`src/pkg/mic_pkg.sv`:
```
// Package for the mouse input conditioning block: timing figures and derived counts.
// Assumes a single 100 MHz reference clock drives every consumer of these constants.
package mic_pkg;

  localparam int unsigned MIC_CLK_HZ = 100_000_000;
  // Button debounce interval, in microseconds (15 ms).
  localparam int unsigned MIC_DEBOUNCE_US = 15_000;
  // Encoder sample interval, in microseconds.
  localparam int unsigned MIC_SAMPLE_US = 100;
  localparam int unsigned MIC_CYC_PER_US = MIC_CLK_HZ / 1_000_000;
  // Least time: microseconds times cycles per microsecond, the latter rounded down.
  localparam int unsigned MIC_DEBOUNCE_CYCLES = MIC_DEBOUNCE_US * MIC_CYC_PER_US;
  // Sampling period: rounded down, with no floor of one cycle.
  localparam int unsigned MIC_SAMPLE_CYCLES = MIC_SAMPLE_US * MIC_CYC_PER_US;
  localparam int unsigned MIC_BUTTONS = 3;
  localparam int unsigned MIC_SCROLL_WIDTH = 8;
  // Buttons are pulled up, so released reads high.
  localparam logic MIC_BUTTON_RESET = 1'b1;
  localparam logic [1:0] MIC_PHASE_RESET = 2'h0;

  typedef enum logic [1:0] {
    MIC_REST_LOW,
    MIC_REST_HIGH,
    MIC_MID_UP,
    MIC_MID_DOWN
  } mic_wheel_state_type;

endpackage : mic_pkg

```
`src/rtl/mic_debounce.sv`:
```
// One debounced button channel.
// Assumes its input is already synchronised to ref_clk_in.
`timescale 1ns/1ps
module mic_debounce
  import mic_pkg::*;
#(
  parameter int unsigned DEBOUNCE_CYCLES = MIC_DEBOUNCE_CYCLES
) (
  input wire logic ref_clk_in,
  input wire logic reset_n_in,
  input wire logic level_in,
  output logic stable_out
);

  logic stable_reg;
  logic stable_next;
  logic busy_reg;
  logic busy_next;
  logic [23:0] count_reg;
  logic [23:0] count_next;

  always_comb begin
    stable_next = stable_reg;
    busy_next = busy_reg;
    count_next = count_reg;
    if (!busy_reg) begin
      if (level_in != stable_reg) begin
        // A change is held off for the full interval before it is believed.
        busy_next = 1'b1;
        count_next = 24'h000001;
      end
    end else if (count_reg >= 24'(DEBOUNCE_CYCLES)) begin
      // Whatever level stands now becomes the new state; bounces in between are ignored.
      stable_next = level_in;
      busy_next = 1'b0;
      count_next = 24'h000000;
    end else begin
      count_next = count_reg + 24'h000001;
    end
  end

  always_ff @(posedge ref_clk_in or negedge reset_n_in) begin
    if (!reset_n_in) begin
      stable_reg <= MIC_BUTTON_RESET;
      busy_reg <= 1'b0;
      count_reg <= 24'h000000;
    end else begin
      stable_reg <= stable_next;
      busy_reg <= busy_next;
      count_reg <= count_next;
    end
  end

  assign stable_out = stable_reg;

endmodule : mic_debounce

```
`src/rtl/mic_conditioning.sv`:
```
// Mouse input conditioning: button debounce, wheel decode and sensor/lamp power control.
// Assumes pins are asynchronous to ref_clk_in and that suspend_in comes from on-chip logic.
// Operation
// - Button changes ignored until 15 ms pass.
// - Inputs map to left, middle, right buttons.
// - Drive sensor power while operating, release suspended.
// - Sample both wheel phases every 100 us.
// - Mechanical variant: pull-ups on only while operating.
// - Optical variant: wheel inputs never pulled up.
// - A leads counts up, B leads down.
// - Lamp sinks current while operating, off suspended.
`timescale 1ns/1ps
module mic_conditioning
  import mic_pkg::*;
#(
  parameter int unsigned DEBOUNCE_CYCLES = MIC_DEBOUNCE_CYCLES,
  parameter int unsigned SAMPLE_CYCLES = MIC_SAMPLE_CYCLES,
  parameter int unsigned SCROLL_WIDTH = MIC_SCROLL_WIDTH,
  parameter bit OPTICAL_VARIANT = 1'b0
) (
  input wire logic ref_clk_in,
  input wire logic reset_n_in,
  input wire logic suspend_in,
  input wire logic left_button_in,
  input wire logic middle_button_in,
  input wire logic right_button_in,
  input wire logic wheel_phase_a_in,
  input wire logic wheel_phase_b_in,
  output logic left_pressed_out,
  output logic middle_pressed_out,
  output logic right_pressed_out,
  output logic [SCROLL_WIDTH-1:0] scroll_count_out,
  output logic scroll_step_out,
  output logic sensor_power_ctl_out,
  output logic lamp_drive_out,
  output logic wheel_pullup_en_out
);

  // Five pins pass a three-stage synchroniser: three buttons, then phase A and B.
  localparam int unsigned NPIN = MIC_BUTTONS + 2;

  logic [NPIN-1:0] pins;
  logic [NPIN-1:0] sync1_reg;
  logic [NPIN-1:0] sync2_reg;
  logic [NPIN-1:0] sync3_reg;
  logic [NPIN-1:0] clean_reg;
  logic [NPIN-1:0] clean_next;
  logic [MIC_BUTTONS-1:0] stable;

  assign pins = {wheel_phase_b_in, wheel_phase_a_in,
                 right_button_in, middle_button_in, left_button_in};

  // A pin counts as changed only once the second and third stages agree.
  always_comb begin
    clean_next = clean_reg;
    for (int i = 0; i < NPIN; i++) begin
      if (sync2_reg[i] == sync3_reg[i]) begin
        clean_next[i] = sync3_reg[i];
      end
    end
  end

  always_ff @(posedge ref_clk_in or negedge reset_n_in) begin
    if (!reset_n_in) begin
      sync1_reg <= '1;
      sync2_reg <= '1;
      sync3_reg <= '1;
      clean_reg <= '1;
    end else begin
      sync1_reg <= pins;
      sync2_reg <= sync1_reg;
      sync3_reg <= sync2_reg;
      clean_reg <= clean_next;
    end
  end

  genvar g;
  generate
    for (g = 0; g < MIC_BUTTONS; g++) begin : gen_button
      mic_debounce #(
        .DEBOUNCE_CYCLES(DEBOUNCE_CYCLES)
      ) u_debounce (
        .ref_clk_in(ref_clk_in),
        .reset_n_in(reset_n_in),
        .level_in(clean_reg[g]),
        .stable_out(stable[g])
      );
    end
  endgenerate

  // Buttons pull to ground when pressed, so pressed is the inverted stable level.
  logic [MIC_BUTTONS-1:0] pressed_reg;
  logic [MIC_BUTTONS-1:0] pressed_next;

  always_comb begin
    pressed_next = ~stable;
  end

  // Sample tick, encoder state machine and scroll count.
  logic [15:0] tick_reg;
  logic [15:0] tick_next;
  logic [1:0] phase_reg;
  logic [1:0] phase_next;
  mic_wheel_state_type wstate_reg;
  mic_wheel_state_type wstate_next;
  logic [SCROLL_WIDTH-1:0] count_reg;
  logic [SCROLL_WIDTH-1:0] count_next;
  localparam logic [SCROLL_WIDTH-1:0] SCROLL_ONE = {{(SCROLL_WIDTH-1){1'b0}}, 1'b1};
  logic step_reg;
  logic step_next;
  logic up_first_reg;
  logic up_first_next;
  logic sample_now;
  logic [1:0] ab;

  assign sample_now = (tick_reg >= 16'(SAMPLE_CYCLES - 1));
  assign ab = phase_reg;

  always_comb begin
    tick_next = sample_now ? 16'h0000 : tick_reg + 16'h0001;
    phase_next = phase_reg;
    wstate_next = wstate_reg;
    count_next = count_reg;
    step_next = 1'b0;
    up_first_next = up_first_reg;
    if (sample_now) begin
      // Phases are taken only on the sample tick, {B, A}.
      phase_next = {clean_reg[4], clean_reg[3]};
    end
    // The decoder acts on the registered sample, one cycle after each tick.
    case (wstate_reg)
      MIC_REST_LOW: begin
        // Detent with both phases low; A alone rising means A leads.
        if (ab == 2'h1) begin
          wstate_next = MIC_MID_UP;
          up_first_next = 1'b1;
        end else if (ab == 2'h2) begin
          wstate_next = MIC_MID_UP;
          up_first_next = 1'b0;
        end else if (ab == 2'h3) begin
          wstate_next = MIC_REST_HIGH;
        end
      end
      MIC_REST_HIGH: begin
        // From the high detent, A falling first also counts up.
        if (ab == 2'h2) begin
          wstate_next = MIC_MID_DOWN;
          up_first_next = 1'b1;
        end else if (ab == 2'h1) begin
          wstate_next = MIC_MID_DOWN;
          up_first_next = 1'b0;
        end else if (ab == 2'h0) begin
          wstate_next = MIC_REST_LOW;
        end
      end
      MIC_MID_UP: begin
        if (ab == 2'h3) begin
          wstate_next = MIC_REST_HIGH;
          count_next = up_first_reg ? count_reg + SCROLL_ONE : count_reg - SCROLL_ONE;
          step_next = 1'b1;
        end else if (ab == 2'h0) begin
          // Wheel went back to where it started: no count.
          wstate_next = MIC_REST_LOW;
        end
      end
      MIC_MID_DOWN: begin
        if (ab == 2'h0) begin
          wstate_next = MIC_REST_LOW;
          count_next = up_first_reg ? count_reg + SCROLL_ONE : count_reg - SCROLL_ONE;
          step_next = 1'b1;
        end else if (ab == 2'h3) begin
          wstate_next = MIC_REST_HIGH;
        end
      end
      default: begin
        wstate_next = MIC_REST_LOW;
      end
    endcase
  end

  // Power outputs: a pulled-up mechanical encoder idles high, so in suspend the
  // pull-ups drop to save current; the optical variant never has them.
  logic power_reg;
  logic power_next;
  logic pullup_reg;
  logic pullup_next;

  always_comb begin
    power_next = !suspend_in;
    pullup_next = OPTICAL_VARIANT ? 1'b0 : !suspend_in;
  end

  always_ff @(posedge ref_clk_in or negedge reset_n_in) begin
    if (!reset_n_in) begin
      pressed_reg <= '0;
      tick_reg <= 16'h0000;
      phase_reg <= MIC_PHASE_RESET;
      wstate_reg <= MIC_REST_LOW;
      count_reg <= '0;
      step_reg <= 1'b0;
      up_first_reg <= 1'b0;
      power_reg <= 1'b0;
      pullup_reg <= 1'b0;
    end else begin
      pressed_reg <= pressed_next;
      tick_reg <= tick_next;
      phase_reg <= phase_next;
      wstate_reg <= wstate_next;
      count_reg <= count_next;
      step_reg <= step_next;
      up_first_reg <= up_first_next;
      power_reg <= power_next;
      pullup_reg <= pullup_next;
    end
  end

  assign left_pressed_out = pressed_reg[0];
  assign middle_pressed_out = pressed_reg[1];
  assign right_pressed_out = pressed_reg[2];
  assign scroll_count_out = count_reg;
  assign scroll_step_out = step_reg;
  assign sensor_power_ctl_out = power_reg;
  assign lamp_drive_out = power_reg;
  assign wheel_pullup_en_out = pullup_reg;

endmodule : mic_conditioning

```
`config.mk`:
```
export PLATFORM = sky130hd
export DESIGN_NAME = mic_conditioning
export DESIGN_NICKNAME = d
export VERILOG_FILES = /design/src/pkg/mic_pkg.sv /design/src/rtl/mic_debounce.sv /design/src/rtl/mic_conditioning.sv
export SDC_FILE = /design/constraint.sdc
export NUM_CORES = 1
export LEC_CHECK = 0
export BUFFER_PORTS_ARGS = -buffer_cell sky130_fd_sc_hd__buf_2
export CORE_UTILIZATION = 45
export CTS_CLUSTER_SIZE = 40
export DETAILED_ROUTE_END_ITERATION = 8
export GPL_ROUTABILITY_DRIVEN = 0
export PLACE_DENSITY = 0.58
export SYNTH_ARGS = -nofsm -noshare
export SYNTH_HDL_FRONTEND = slang
export SYNTH_SLANG_ARGS = --single-unit
```
`constraint.sdc`:
```
create_clock -name ref_clk_in -period 4 [get_ports ref_clk_in]
set_input_delay 0.2 -clock ref_clk_in [delete_from_list [all_inputs] [get_ports ref_clk_in]]
set_output_delay 0.2 -clock ref_clk_in [all_outputs]
set_load 0.01 [all_outputs]
```
# Yosys cells after proc, flatten, opt, wreduce, memory -nomap -nowiden

Index checks and enable logic that the tools add are counted.

Eq/ne operators: 18
Reductions and logical operators: 13
Bitwise operators: 1
Magnitude comparators: 4
$add $sub $neg: 6
Muxes and demuxes: 40

Operator list:

| operator                                                                               | number |
|---|---|
| 24-bit 2-to-1 mux                                                                      | 9 |
| 24-bit by 1-bit adder with 24-bit output (second input constant)                       | 3 |
| 24-bit by 21-bit greater-or-equal comparator with 1-bit output (second input constant) | 3 |
| 8-bit 2-to-1 mux                                                                       | 3 |
| 16-bit by 1-bit adder with 16-bit output (second input constant)                       | 1 |
| 16-bit by 14-bit greater-or-equal comparator with 1-bit output (second input constant) | 1 |
| 16-bit 2-to-1 mux                                                                      | 1 |
| 2-bit 2-to-1 mux                                                                       | 8 |
| 8-bit case mux with 2 select lines                                                     | 1 |
| 1-bit 2-to-1 mux                                                                       | 15 |
| 2-bit nonzero test                                                                     | 5 |
| 8-bit by 1-bit adder with 8-bit output (second input constant)                         | 1 |
| 2-bit == test (second input constant)                                                  | 4 |
| 2-bit case mux with 4 select lines                                                     | 1 |
| 8-bit by 1-bit subtractor with 8-bit output (second input constant)                    | 1 |
| 3-bit != test (second input constant)                                                  | 2 |
| 2-bit AND reduction                                                                    | 3 |
| 3-bit AND reduction                                                                    | 2 |
| 1-bit == test                                                                          | 5 |
| 2-bit by 1-bit == test with 1-bit output (second input constant)                       | 2 |
| 2-bit zero test                                                                        | 2 |
| 2-bit != test (second input constant)                                                  | 2 |
| 1-bit case mux with 2 select lines                                                     | 2 |
| 1-bit != test                                                                          | 3 |
| 2 further kinds                                                                        | 2 |

Bits in registers: 132
Bits of input ports: 8
Logic and storage cells: 107

# Logic depth before layout (Yosys ltp)

Gate-level depths: netlist (run 1).

Depth after elaboration: 5
Depth in mapped cells: 8
Depth with buffers taken out: 7

# Modules after synthesis

From an unflattened synthesis (run 1), not the netlist that was laid out.

Cells, all modules: 647
Area, all modules: 6527.5 µm²

By module, submodules not included:

| module           | instances | sequential area each (µm²) | area each (µm²) | cells each |
|---|---|---|---|---|
| mic_debounce     | 3         | 651.9                      | 1397.6          | 150 |
| mic_conditioning | 1         | 1376.3                     | 2334.7          | 197 |

# Worst setup path before layout (run 1)

Ideal clock, no wire load.

Path type: reg2reg
From: register gen_button[0].u_debounce.count_reg[16]
To: register gen_button[0].u_debounce.count_reg[13]
Slack: 2.102 ns
Data arrival time: 1.815 ns
Period minus slack after synthesis: 1.898 ns
Stages on the path, launching flop included: 7
Data required time: 3.917 ns
Buffers on the path: 1
Library setup time: 0.083 ns
Path through: dfrtp_1 clkbuf_2 a31o_2 a2111oi_4 o211ai_1 or3_2 o21ai_0

Longest elaborated chain between the ends: 3

Ends and longest elaborated chain:

| what                                                           | RTL line           | RTL |
|---|---|---|
| from (decl)                                                    | mic_debounce.sv:19 | `logic [23:0] count_reg;` |
| from (signal assigned)                                         | mic_debounce.sv:50 | `count_reg <= count_next;` |
| 24-bit by 21-bit greater-or-equal comparator with 1-bit output | mic_debounce.sv:32 | `end else if (count_reg >= 24'(DEBOUNCE_CYCLES)) begin` |
| 24-bit 2-to-1 mux                                              | mic_debounce.sv:32 |  |
| 24-bit 2-to-1 mux                                              | mic_debounce.sv:26 | `if (!busy_reg) begin` |

Every way passes these cells.
A chain may end at the register's enable or synchronous reset.

# Final worst setup path (run 1)

From: register gen_button[1].u_debounce.count_reg[16]
To: register gen_button[1].u_debounce.count_reg[18]

Longest elaborated chain between the ends: 3
Elaborated cells on any way between the ends: 4
Those cells by class: 1 x add/sub; 1 x order compare; 2 x mux

Ends and longest elaborated chain:

| what                                                                                                                       | RTL line |
|---|---|
| from (decl)                                                                                                                | mic_debounce.sv:19 |
| from (signal assigned)                                                                                                     | mic_debounce.sv:50 |
| 24-bit by 1-bit adder with 24-bit output or 24-bit by 21-bit greater-or-equal comparator with 1-bit output (tied branches) | mic_debounce.sv:38, mic_debounce.sv:32 |
| 24-bit 2-to-1 mux *                                                                                                        | mic_debounce.sv:32 |
| 24-bit 2-to-1 mux *                                                                                                        | mic_debounce.sv:26 |

Mark *: on every way between the ends. The rest lies on a longest branch, timed or not.

==> results of run 1 <==
power groups by stage:
stage | logic [mW] | clock network, mW | registers [mW]
after floorplan | 0.682 | 0 | 1.75
after global placement | 0.848 | 0 | 1.78
after detailed placement | 0.876 | 0 | 1.79
after CTS | 0.895 | 1.73 | 1.77
after global routing | 1.01 | 1.79 | 1.80
final | 0.883 | 1.68 | 1.77
layout by cell type, fill, tap and decap left out, types with 13 or more instances in the layout:
cell	synthesis	routed
dfrtp_1	109	109
nand2_1	68	68
a21oi_1	50	49
a31oi_1	45	45
nand3_1	37	37
o21ai_0	37	37
nor2_1	34	34
inv_1	24	24
dfstp_2	23	23
buf_2	9	21
and3_1	18	18
ha_1	17	17
clkbuf_16	0	17
nand4_1	13	13
worst paths after layout:
check | from | end | cells past startpoint
min in group asynchronous | reset_n_in | gen_button[0].u_debounce.count_reg[12]$_DFFE_PN0P_ | 2
max | gen_button[1].u_debounce.count_reg[16]$_DFFE_PN0P_ | gen_button[1].u_debounce.count_reg[18]$_DFFE_PN0P_ | 5
max in group asynchronous | reset_n_in | sync3_reg[0]$_DFF_PN1_ | 3
min | sync1_reg[2]$_DFF_PN1_ | sync2_reg[2]$_DFF_PN1_ | 0
max reg2reg | gen_button[1].u_debounce.count_reg[16]$_DFFE_PN0P_ | gen_button[1].u_debounce.count_reg[18]$_DFFE_PN0P_ | 5
min reg2reg | sync1_reg[2]$_DFF_PN1_ | sync2_reg[2]$_DFF_PN1_ | 0
what timing repair did:
item / in CTS / in global routing
hold buffers: 7 / 0
setup buffers: 0 / 0
endpoints found under the hold margin: 90 / 0
resized for setup: 0 / 0
worst max-delay path, cell delays in order (launching register included):
cell and delay, ps:
dfrtp_1 470, a31o_2 270, a2111oi_2 380, o211a_1 940, o21ai_0 280, a31oi_1 250
through the flow:
step,cell area (sq um),cells,setup WS [ps]
global route,7420,870,1170
global placement,6710,831,1540
detailed placement,6710,831,1410
CTS,7420,870,1350
finish,7420,870,1310
floorplan,6510,657,2100
layer usage:
layer / up-vias / track usage, % / routed length [um]
li1: 2437 / - / -
met1: 2421 / 24.1 / 6060
met2: 74 / 28.7 / 5860
met3: 11 / 4.46 / 340
met4: 0 / 6.63 / 149
met5: - / 0 / 0
kinds of logic after synthesis:
family	count (synthesis)	share of synthesized area [%]
fa+ha+maj	23	4.35
other cells	1	0.0576
xor+xnor	21	2.83
mux	5	0.827
compound gates	186	18.3
buf+inv	55	3.98
simple gates	233	18.5
flops	132	51.2
final cells by class:
class                           instances  area [sq um]
Fill cell                            1256          6570
Inverter                               24          90.1
Multi-Input combinational cell        470          2920
Timing Repair Buffer                   32           209
Clock buffer                           22           464
Tap cell                              180           225
Clock inverter                         10           178
Sequential cell                       132          3330
==> summary.md, run 1 <==
| Metric | Value |
|---|---|
| Status | `finished clean` |
| CTS H-tree lvls | `4` |
| Max FFs per register | `72` |
| Vias in the first global route | `4694` |
| Synth Register Bits | `132` |
| DPL Wire Length | `7870 um` |
| Mapped cell area | `6500 sq um` |
| Antenna diodes | `0` |
| Startpoint Class | `flop` |
| Minimum clock period | `2690 ps` |
| Tcrit/Tclk final | `67.2%` |
| Setup TNS Final | `0 ps` |
| Initial core utilization | `46.5%` |
| Leakage power figure | `3.34 nW` |
| Synth Instances | `656` |
| Routed via count | `4943` |
| Initial drt markers | `254` |
| Clk pin slew, worst setup/hold paths | `60 ps` |
| Final Hold Fails | `0` |
| CTS sink cnt | `132` |
| Cts bufs inserted | `17` |
| Top cell type's share of synthesized area | `41.9%` |
| Synthesized area per cell | `9.92 sq um` |
| Max-Slew Margin vs Limit | `24.6%` |
| Largest net degree at the start of global routing | `110` |
| Vias per cell | `5.68` |
| Area growth from synthesis to layout | `14.1%` |
| Worst slew pin tran | `1120 ps` |
| Ranking of synthesized cells by area | `dfrtp_1 42%, dfstp_2 9.3%, a31oi_1 4.3%, nand2_1 3.9%, a21oi_1 3.8%` |
| Clock Latency Late Sink | `410 ps` |
| Sequential share of power | `40.8%` |
| VDD IR max | `0.428 mV` |
| Asr flop ratio synth | `100%` |
| DRC violations left | `0` |
| # IOs | `23` |
| Most frequent cell after synthesis | `dfrtp_1` |
| Util after Layout | `53.0%` |
| Synth cell types | `63` |
| Leading area contributor after synthesis | `dfrtp_1` |
| Clock power frac | `38.9%` |
| Final setup viols | `0` |
| CP arrival | `3010 ps` |
| Clock Skew | `7.50 ps` |
| Gate power share | `20.4%` |
| Pwr Total | `4.34 mW` |
| Peak Freq | `0.372 GHz` |
| All-layer global routing usage | `18.1%` |
| Clock Tree Buf Depth | `2` |
| Top post-synthesis cells by count | `109 x dfrtp_1, 68 x nand2_1, 50 x a21oi_1` |
| Initial antenna violation count | `0` |
| Final Max Slew Viols | `0` |
| Final #Nets | `703` |
| Die Span Y | `122 um` |
| Root buffer selected by CTS | `clkbuf_16` |
| Die Area | `14900 sq um` |
| Switch Pwr | `1.26 mW` |
| Port Buffers | `22` |
| CP max FO | `39` |
| Worst reg-to-reg setup slack | `1310 ps` |
| Cell Int Power | `3.07 mW` |
| TritonCTS clock tree | `built` |
| Sequential area share after synthesis | `51.2%` |
| Hold_ws | `357 ps` |
| Worst EP required | `4320 ps` |
| ANT nets after route | `0` |
| Global route total overflow | `0` |
| Final WL | `12400 um` |
| P per Cell Area | `584 nW/um^2` |
| Avg WL per Cell | `14.3 um` |
| Endpoint class of the critical path | `flop` |
| Core box area | `14000 sq um` |
| Layout cells sized above 1 | `13.8%` |
| Die Wd | `122 um` |
| First-pass DRT Iterations | `6` |
| EDFF count, synth | `0` |
| Yosys warns | `0` |
| Max Cap Viol | `0` |
| CP Class | `reg2reg` |
| RSZ-0062 raised after global routing | `no` |
| # rows | `43` |
| First-pass GRT wire length | `21500 um` |
| Switching share of power | `29.1%` |
| Hold crit path type | `reg2reg` |
| Top FF cell, synth | `dfrtp_1` |
(Power assumes the default switching activity.)
==> run 2, diff against run 1 <==
ABC_AREA = 1   (was default)
clock period = 2.8 ns   (was 4 ns; I/O delays follow)
==> summary.md, run 2 <==
| Metric | Value |
|---|---|
| CP Class | `reg2reg` |
| First-pass DRT Iterations | `5 (-1)` |
| Leading area contributor after synthesis | `dfrtp_1` |
| Final WL | `14100 um (+14%)` |
| Worst EP required | `3110 ps (-1210 ps)` |
| Final setup viols | `0 (unchanged)` |
| Global route total overflow | `0 (unchanged)` |
| CTS H-tree lvls | `4 (unchanged)` |
| Critical Path Source | `up_first_reg$_DFFE_PN0P_` |
| Routed via count | `5708 (+15%)` |
| Vias in the first global route | `5421 (+15%)` |
| Initial antenna violation count | `0 (unchanged)` |
| Largest stage delay on the critical path | `400 ps (-540 ps)` |
| EDFF count, synth | `0 (unchanged)` |
| Antenna diodes | `0 (unchanged)` |
| Synth Instances | `938 (+43%)` |
| Max FFs per register | `72 (unchanged)` |
| DPL Wire Length | `9870 um (+25%)` |
| Vias per cell | `4.76 (-16%)` |
| Yosys warns | `0 (unchanged)` |
| Final Hold Fails | `0 (unchanged)` |
| WL met2 | `6380 um (+8.8%)` |
| Endpoint class of the critical path | `flop` |
| Tcrit/Tclk final | `59.6% (-7.6 points)` |
| Layout cells sized above 1 | `12.9% (-0.91 points)` |
| Top sig layer | `met4` |
| Met3 wire length | `413 um (+21%)` |
| CP max FO | `7 (-82%)` |
| Top cell type's share of synthesized area | `37.9% (-4.0 points)` |
| Initial core utilization | `46.6% (+0.14 points)` |
| Avg WL per Cell | `11.8 um (-17%)` |
| Die Area | `16500 sq um (+10%)` |
| VDD IR max | `0.556 mV (+30%)` |
| P per Cell Area | `764 nW/um^2 (+31%)` |
| Synth Register Bits | `132 (unchanged)` |
| Synthesized area per cell | `7.67 sq um (-23%)` |
| All-layer global routing usage | `19.1% (+0.99 points)` |
| Startpoint Class | `flop` |
| Port Buffers | `22 (unchanged)` |
| Most frequent cells in the layout | `295 x nand2_1, 125 x nor2_1, 109 x dfrtp_1` |
| Most common cell after layout, fill and taps aside | `nand2_1` |
| Cells along the critical path | `inv_1 -> ha_1 -> a21oi_1 -> nor2_1 -> nor2_1 -> nand2_1 -> nand2_1 -> nand2_1 -> nand2_1 -> nand2_1` |
| Root buffer selected by CTS | `clkbuf_16` |
| # IOs | `23 (unchanged)` |
| Peak Freq | `0.599 GHz (+61%)` |
| Clk pin slew, worst setup/hold paths | `60 ps (about the same)` |
| Reg2Reg Depth | `10 (+5)` |
| Status | `finished clean` |
| Top FF cell, synth | `dfrtp_1` |
| CTS sink cnt | `132 (unchanged)` |
| Die Wd | `128 um (+5.1%)` |
| Most frequent cell after synthesis | `nand2_1` |
| Cts bufs inserted | `17 (unchanged)` |
| Leakage power figure | `3.66 nW (+9.7%)` |
| # rows | `45 (+4.7%)` |
| Clock Skew | `8.07 ps (+0.572 ps)` |
| Die Span Y | `128 um (+5.1%)` |
| Crit-path most repeated cell | `nand2_1` |
| Area growth from synthesis to layout | `13.9%` |
| Worst reg-to-reg setup slack | `1130 ps (-180 ps)` |
| Mapped cell area | `7200 sq um (+11%)` |
| TritonCTS clock tree | `built` |
| Asr flop ratio synth | `100% (unchanged)` |
| Hold crit path type | `in2async` |
| Synth cell types | `40 (-37%)` |
| Pwr Total | `6.26 mW (+44%)` |
| Reg2reg start | `up_first_reg$_DFFE_PN0P_` |
| Slowest CP cell | `dfrtp_1` |
| Final Max Slew Viols | `0 (unchanged)` |
| Max Cap Viol | `0 (unchanged)` |
| Final #Nets | `1001 (+42%)` |
| Clock Tree Buf Depth | `2 (unchanged)` |
| Ranking of synthesized cells by area | `dfrtp_1 38%, nand2_1 15%, dfstp_2 8.4%, nor2_1 6.5%, inv_1 4.9%` |
| Clock Latency Late Sink | `420 ps (about the same)` |
| Met1 Wirelength | `7170 um (+18%)` |
| Setup TNS Final | `0 ps (unchanged)` |
| Core box area | `15400 sq um (+10%)` |
| Minimum clock period | `1670 ps (-1020 ps)` |
| RSZ-0062 raised after global routing | `no` |
| DRC violations left | `0 (unchanged)` |
| First-pass GRT wire length | `25000 um (+17%)` |
| Largest net degree at the start of global routing | `80 (-27%)` |
| CP arrival | `1980 ps (-1030 ps)` |
| Worst slew pin tran | `681 ps (-440 ps)` |
| Max-Slew Margin vs Limit | `54.5% (+30 points)` |
| Initial drt markers | `278 (+9.4%)` |
| Sequential area share after synthesis | `46.3% (-4.9 points)` |
| RR Endpoint | `scroll_count_out[7]$_DFFE_PN0P_` |
| ANT nets after route | `0 (unchanged)` |
| Top post-synthesis cells by count | `295 x nand2_1, 125 x nor2_1, 109 x dfrtp_1` |
run 2: cell families after synthesis:
logic type	after synthesis	share of synthesized area, %
AND/OR/NAND/NOR	538	32.1
flip-flops	132	46.3
buffers and inverters	125	7.02
AO/OA/AOI/OAI	84	6.36
XOR/XNOR	35	4.26
adder cells (fa/ha/maj)	23	3.93
other	1	0.0521
run 2: timing repair:
action,4_1_cts,5_1_grt
hold buffers,7,0
setup buffers,0,0
hold endpoints to repair,57,0
gates resized for setup,0,0
run 2: cell type report:
cell class | instances | area (sq um)
fill | 1529 | 7230
multi-input combinational | 682 | 3360
sequential | 132 | 3330
clock buffer | 18 | 429
inverter | 112 | 420
tap | 211 | 264
timing repair buffer | 30 | 206
clock inverter | 14 | 180
run 2: critical path, delay by kind of cell (launching register included):
kind	cells	cell delay (ps)
AOI/OAI and AO/OA	1	190
buffers and inverters	1	210
adders and majority gates	1	330
DFF	1	400
and+or+nand+nor	7	430
run 2: routing by layer:
layer  vias up  GRT usage [%]
li1       3025              -
met3        15           4.03
met4         0           6.09
met2        67           30.5
met5         -              0
met1      2601           26.0
run 2: worst max path at each step:
stage,to,slack [ps],cells after the start
after global placement,scroll_count_out[7]$_DFFE_PN0P_,1160,10
final,scroll_count_out[7]$_DFFE_PN0P_,1130,10
after CTS,scroll_count_out[5]$_DFFE_PN0P_,1120,9
after detailed placement,scroll_count_out[5]$_DFFE_PN0P_,1120,9
after floorplan,scroll_count_out[6]$_DFFE_PN0P_,1280,8
after global routing,gen_button[0].u_debounce.count_reg[20]$_DFFE_PN0P_,910,9
run 2: report_power, final:
| part | switching [mW] | internal [mW] |
|---|---|---|
| Sequential | 0.284 | 2.20 |
| Combinational | 0.871 | 0.621 |
| Clock | 0.877 | 1.41 |
run 2: through the flow:
stage,instances,setup WS [ps],hold slack [ps],instance area [sq um],utilization (%)
floorplan,939,1280,-156,7200,-
global placement,1160,1160,135,7510,48.7
detailed placement,1160,1120,132,7510,48.7
CTS,1199,1120,252,8190,53.1
global route,1199,907,298,8190,53.1
finish,1199,1130,251,8190,53.1
==> run 3, diff against run 2 <==
ABC_AREA = 0   (was 1)
clock period = 1.6 ns   (was 2.8 ns; I/O delays follow)
==> summary.md, run 3 (synthesis results as in run 1) <==
| Metric | Value |
|---|---|
| Core box area | `14000 sq um (-9.3%)` |
| Die Area | `14900 sq um (-9.5%)` |
| DRC violations left | `0 (unchanged)` |
| Dpl cells | `958 (-17%)` |
| First-pass DRT Iterations | `4 (-1)` |
| Die Wd | `122 um (-4.8%)` |
| TritonCTS clock tree | `built` |
| Worst slew pin tran | `521 ps (-160 ps)` |
| Final Max Slew Viols | `0 (unchanged)` |
| Final worst slack | `-329 ps (-1460 ps)` |
| Antenna diodes | `0 (unchanged)` |
| CTS H-tree lvls | `4 (unchanged)` |
| ANT nets after route | `0 (unchanged)` |
| Clock Skew | `8.41 ps (+0.338 ps)` |
| Clock Latency Late Sink | `420 ps (about the same)` |
| Initial antenna violation count | `0 (unchanged)` |
| Port Buffers | `22 (unchanged)` |
| CP arrival | `2260 ps (+280 ps)` |
| # IOs | `23 (unchanged)` |
| Clk pin slew, worst setup/hold paths | `60 ps (about the same)` |
| Final Hold Fails | `0 (unchanged)` |
| Clock Tree Buf Depth | `2 (unchanged)` |
| CTS sink cnt | `132 (unchanged)` |
| RSZ-0062 raised after global routing | `yes` |
| P per Cell Area | `1300 nW/um^2 (+71%)` |
| Worst EP required | `1930 ps (-1180 ps)` |
| Failing checks | `negative setup slack` |
| Minimum clock period | `1930 ps (+260 ps)` |
| Slowest CP cell | `dfrtp_1` |
| Max FFs per register | `72 (unchanged)` |
| Peak Freq | `0.518 GHz (-13%)` |
| Cells along the critical path | `a31o_4 -> a2111oi_4 -> o211a_4 -> buf_12 -> buf_16 -> nand4_1 -> o21ai_1` |
| Root buffer selected by CTS | `clkbuf_16` |
| DPL Wire Length | `9620 um (-2.5%)` |
| Final #Nets | `866 (-13%)` |
| Status | `complete, but fails checks` |
| # rows | `43 (-4.4%)` |
| First-pass GRT wire length | `26300 um (+4.9%)` |
| Cts bufs inserted | `17 (unchanged)` |
| Vias per cell | `5.56 (+17%)` |
| Initial core utilization | `46.5% (-0.14 points)` |
| Max-Slew Margin vs Limit | `65.2% (+11 points)` |
| VDD IR max | `0.728 mV (+31%)` |
| Hold_ws | `106 ps (-145 ps)` |
| Hold crit path type | `in2async` |
| Final WL | `16100 um (+14%)` |
| Largest stage delay on the critical path | `410 ps (about the same)` |
| Endpoint class of the critical path | `flop` |
| Reg2Reg Depth | `7 (-3)` |
| Largest net degree at the start of global routing | `43 (-46%)` |
| Most frequent cells in the layout | `135 x buf_4, 107 x dfrtp_1, 59 x nand2_1` |
| Layout cells sized above 1 | `46.2% (+33 points)` |
| Tcrit/Tclk final | `121% (+61 points)` |
| CP Class | `reg2reg` |
| All-layer global routing usage | `22.3% (+3.2 points)` |
| Most common cell after layout, fill and taps aside | `buf_4` |
| Routed via count | `5748 (+0.70%)` |
| Leakage power figure | `4.35 nW (+19%)` |
| Initial drt markers | `344 (+24%)` |
| CP max FO | `7 (unchanged)` |
| Global route total overflow | `0 (unchanged)` |
| Avg WL per Cell | `15.6 um (+32%)` |
| Die Span Y | `122 um (-4.8%)` |
| Max Cap Viol | `0 (unchanged)` |
| Final setup viols | `59 (+59)` |
| Area growth from synthesis to layout | `49.7%` |
| Finished Layout Cells | `1033 (-14%)` |
| Startpoint Class | `flop` |
| Vias in the first global route | `5712 (+5.4%)` |
run 3: critical path: cells and delay by family, from the launching register on:
kind	cells	cell delay [ps]
AOI/OAI and AO/OA	4	1080
DFF	1	410
buffers and inverters	2	250
and+or+nand+nor	1	110
run 3: path summary, 6_finish.rpt:
| path | start | end | slack [ps] |
|---|---|---|---|
| max in group asynchronous | reset_n_in | sync3_reg[1]$_DFF_PN1_ | 820 |
| min in group ref_clk_in | left_button_in | sync1_reg[0]$_DFF_PN1_ | 300 |
| setup reg to reg | gen_button[1].u_debounce.count_reg[16]$_DFFE_PN0P_ | gen_button[1].u_debounce.count_reg[17]$_DFFE_PN0P_ | -330 |
| hold reg to reg | sync1_reg[1]$_DFF_PN1_ | sync2_reg[1]$_DFF_PN1_ | 350 |
| setup / recovery | gen_button[1].u_debounce.count_reg[16]$_DFFE_PN0P_ | gen_button[1].u_debounce.count_reg[17]$_DFFE_PN0P_ | -330 |
| hold / removal | reset_n_in | gen_button[0].u_debounce.count_reg[8]$_DFFE_PN0P_ | 110 |
run 3: final cells by class:
type                            instances  area, sq um
Sequential cell                       132         3330
Fill cell                            1042         4250
Multi-Input combinational cell        470         3820
Clock buffer                           20          467
Tap cell                              180          225
Inverter                               24         95.1
Timing Repair Buffer                  195         1650
Clock inverter                         12          154
run 3: stage by stage:
step / setup slack, ps / cell area, sq um / util [%] / setup TNS, ps / total power [mW]
after floorplan: -183 / 6780 / - / -4570 / 6.34
after global placement: -191 / 7920 / 56.6 / -4780 / 7.64
after detailed placement: -229 / 7920 / 56.6 / -6520 / 7.80
after CTS: -230 / 9200 / 65.7 / -7250 / 12.4
after global routing: -388 / 9740 / 69.6 / -15660 / 13.5
final: -329 / 9740 / 69.6 / -9900 / 12.7
run 3: timing repair:
item / in CTS / in global routing
endpoints found under the hold margin: 120 / 0
hold buffers: 7 / 0
pin swaps: 45 / 61
resized for setup: 81 / 113
gates cloned: 8 / 1
setup endpoints to repair: 85 / 90
setup buffers: 20 / 9
run 3: layer usage:
metal	GRT usage (%)	wire, um	part of all wire [%]
met1	28.6	7190	45
met2	36.9	8290	51
met3	4.37	453	2.8
met4	8.99	188	1.2
met5	0	0	0
run 3: power breakdown:
part           internal [mW]  switching [mW]  leakage, nW
combinational           2.29            2.07         2.41
clock                   2.57            1.48        0.286
sequential              3.83           0.458         1.65
total                   8.69            4.01         4.35
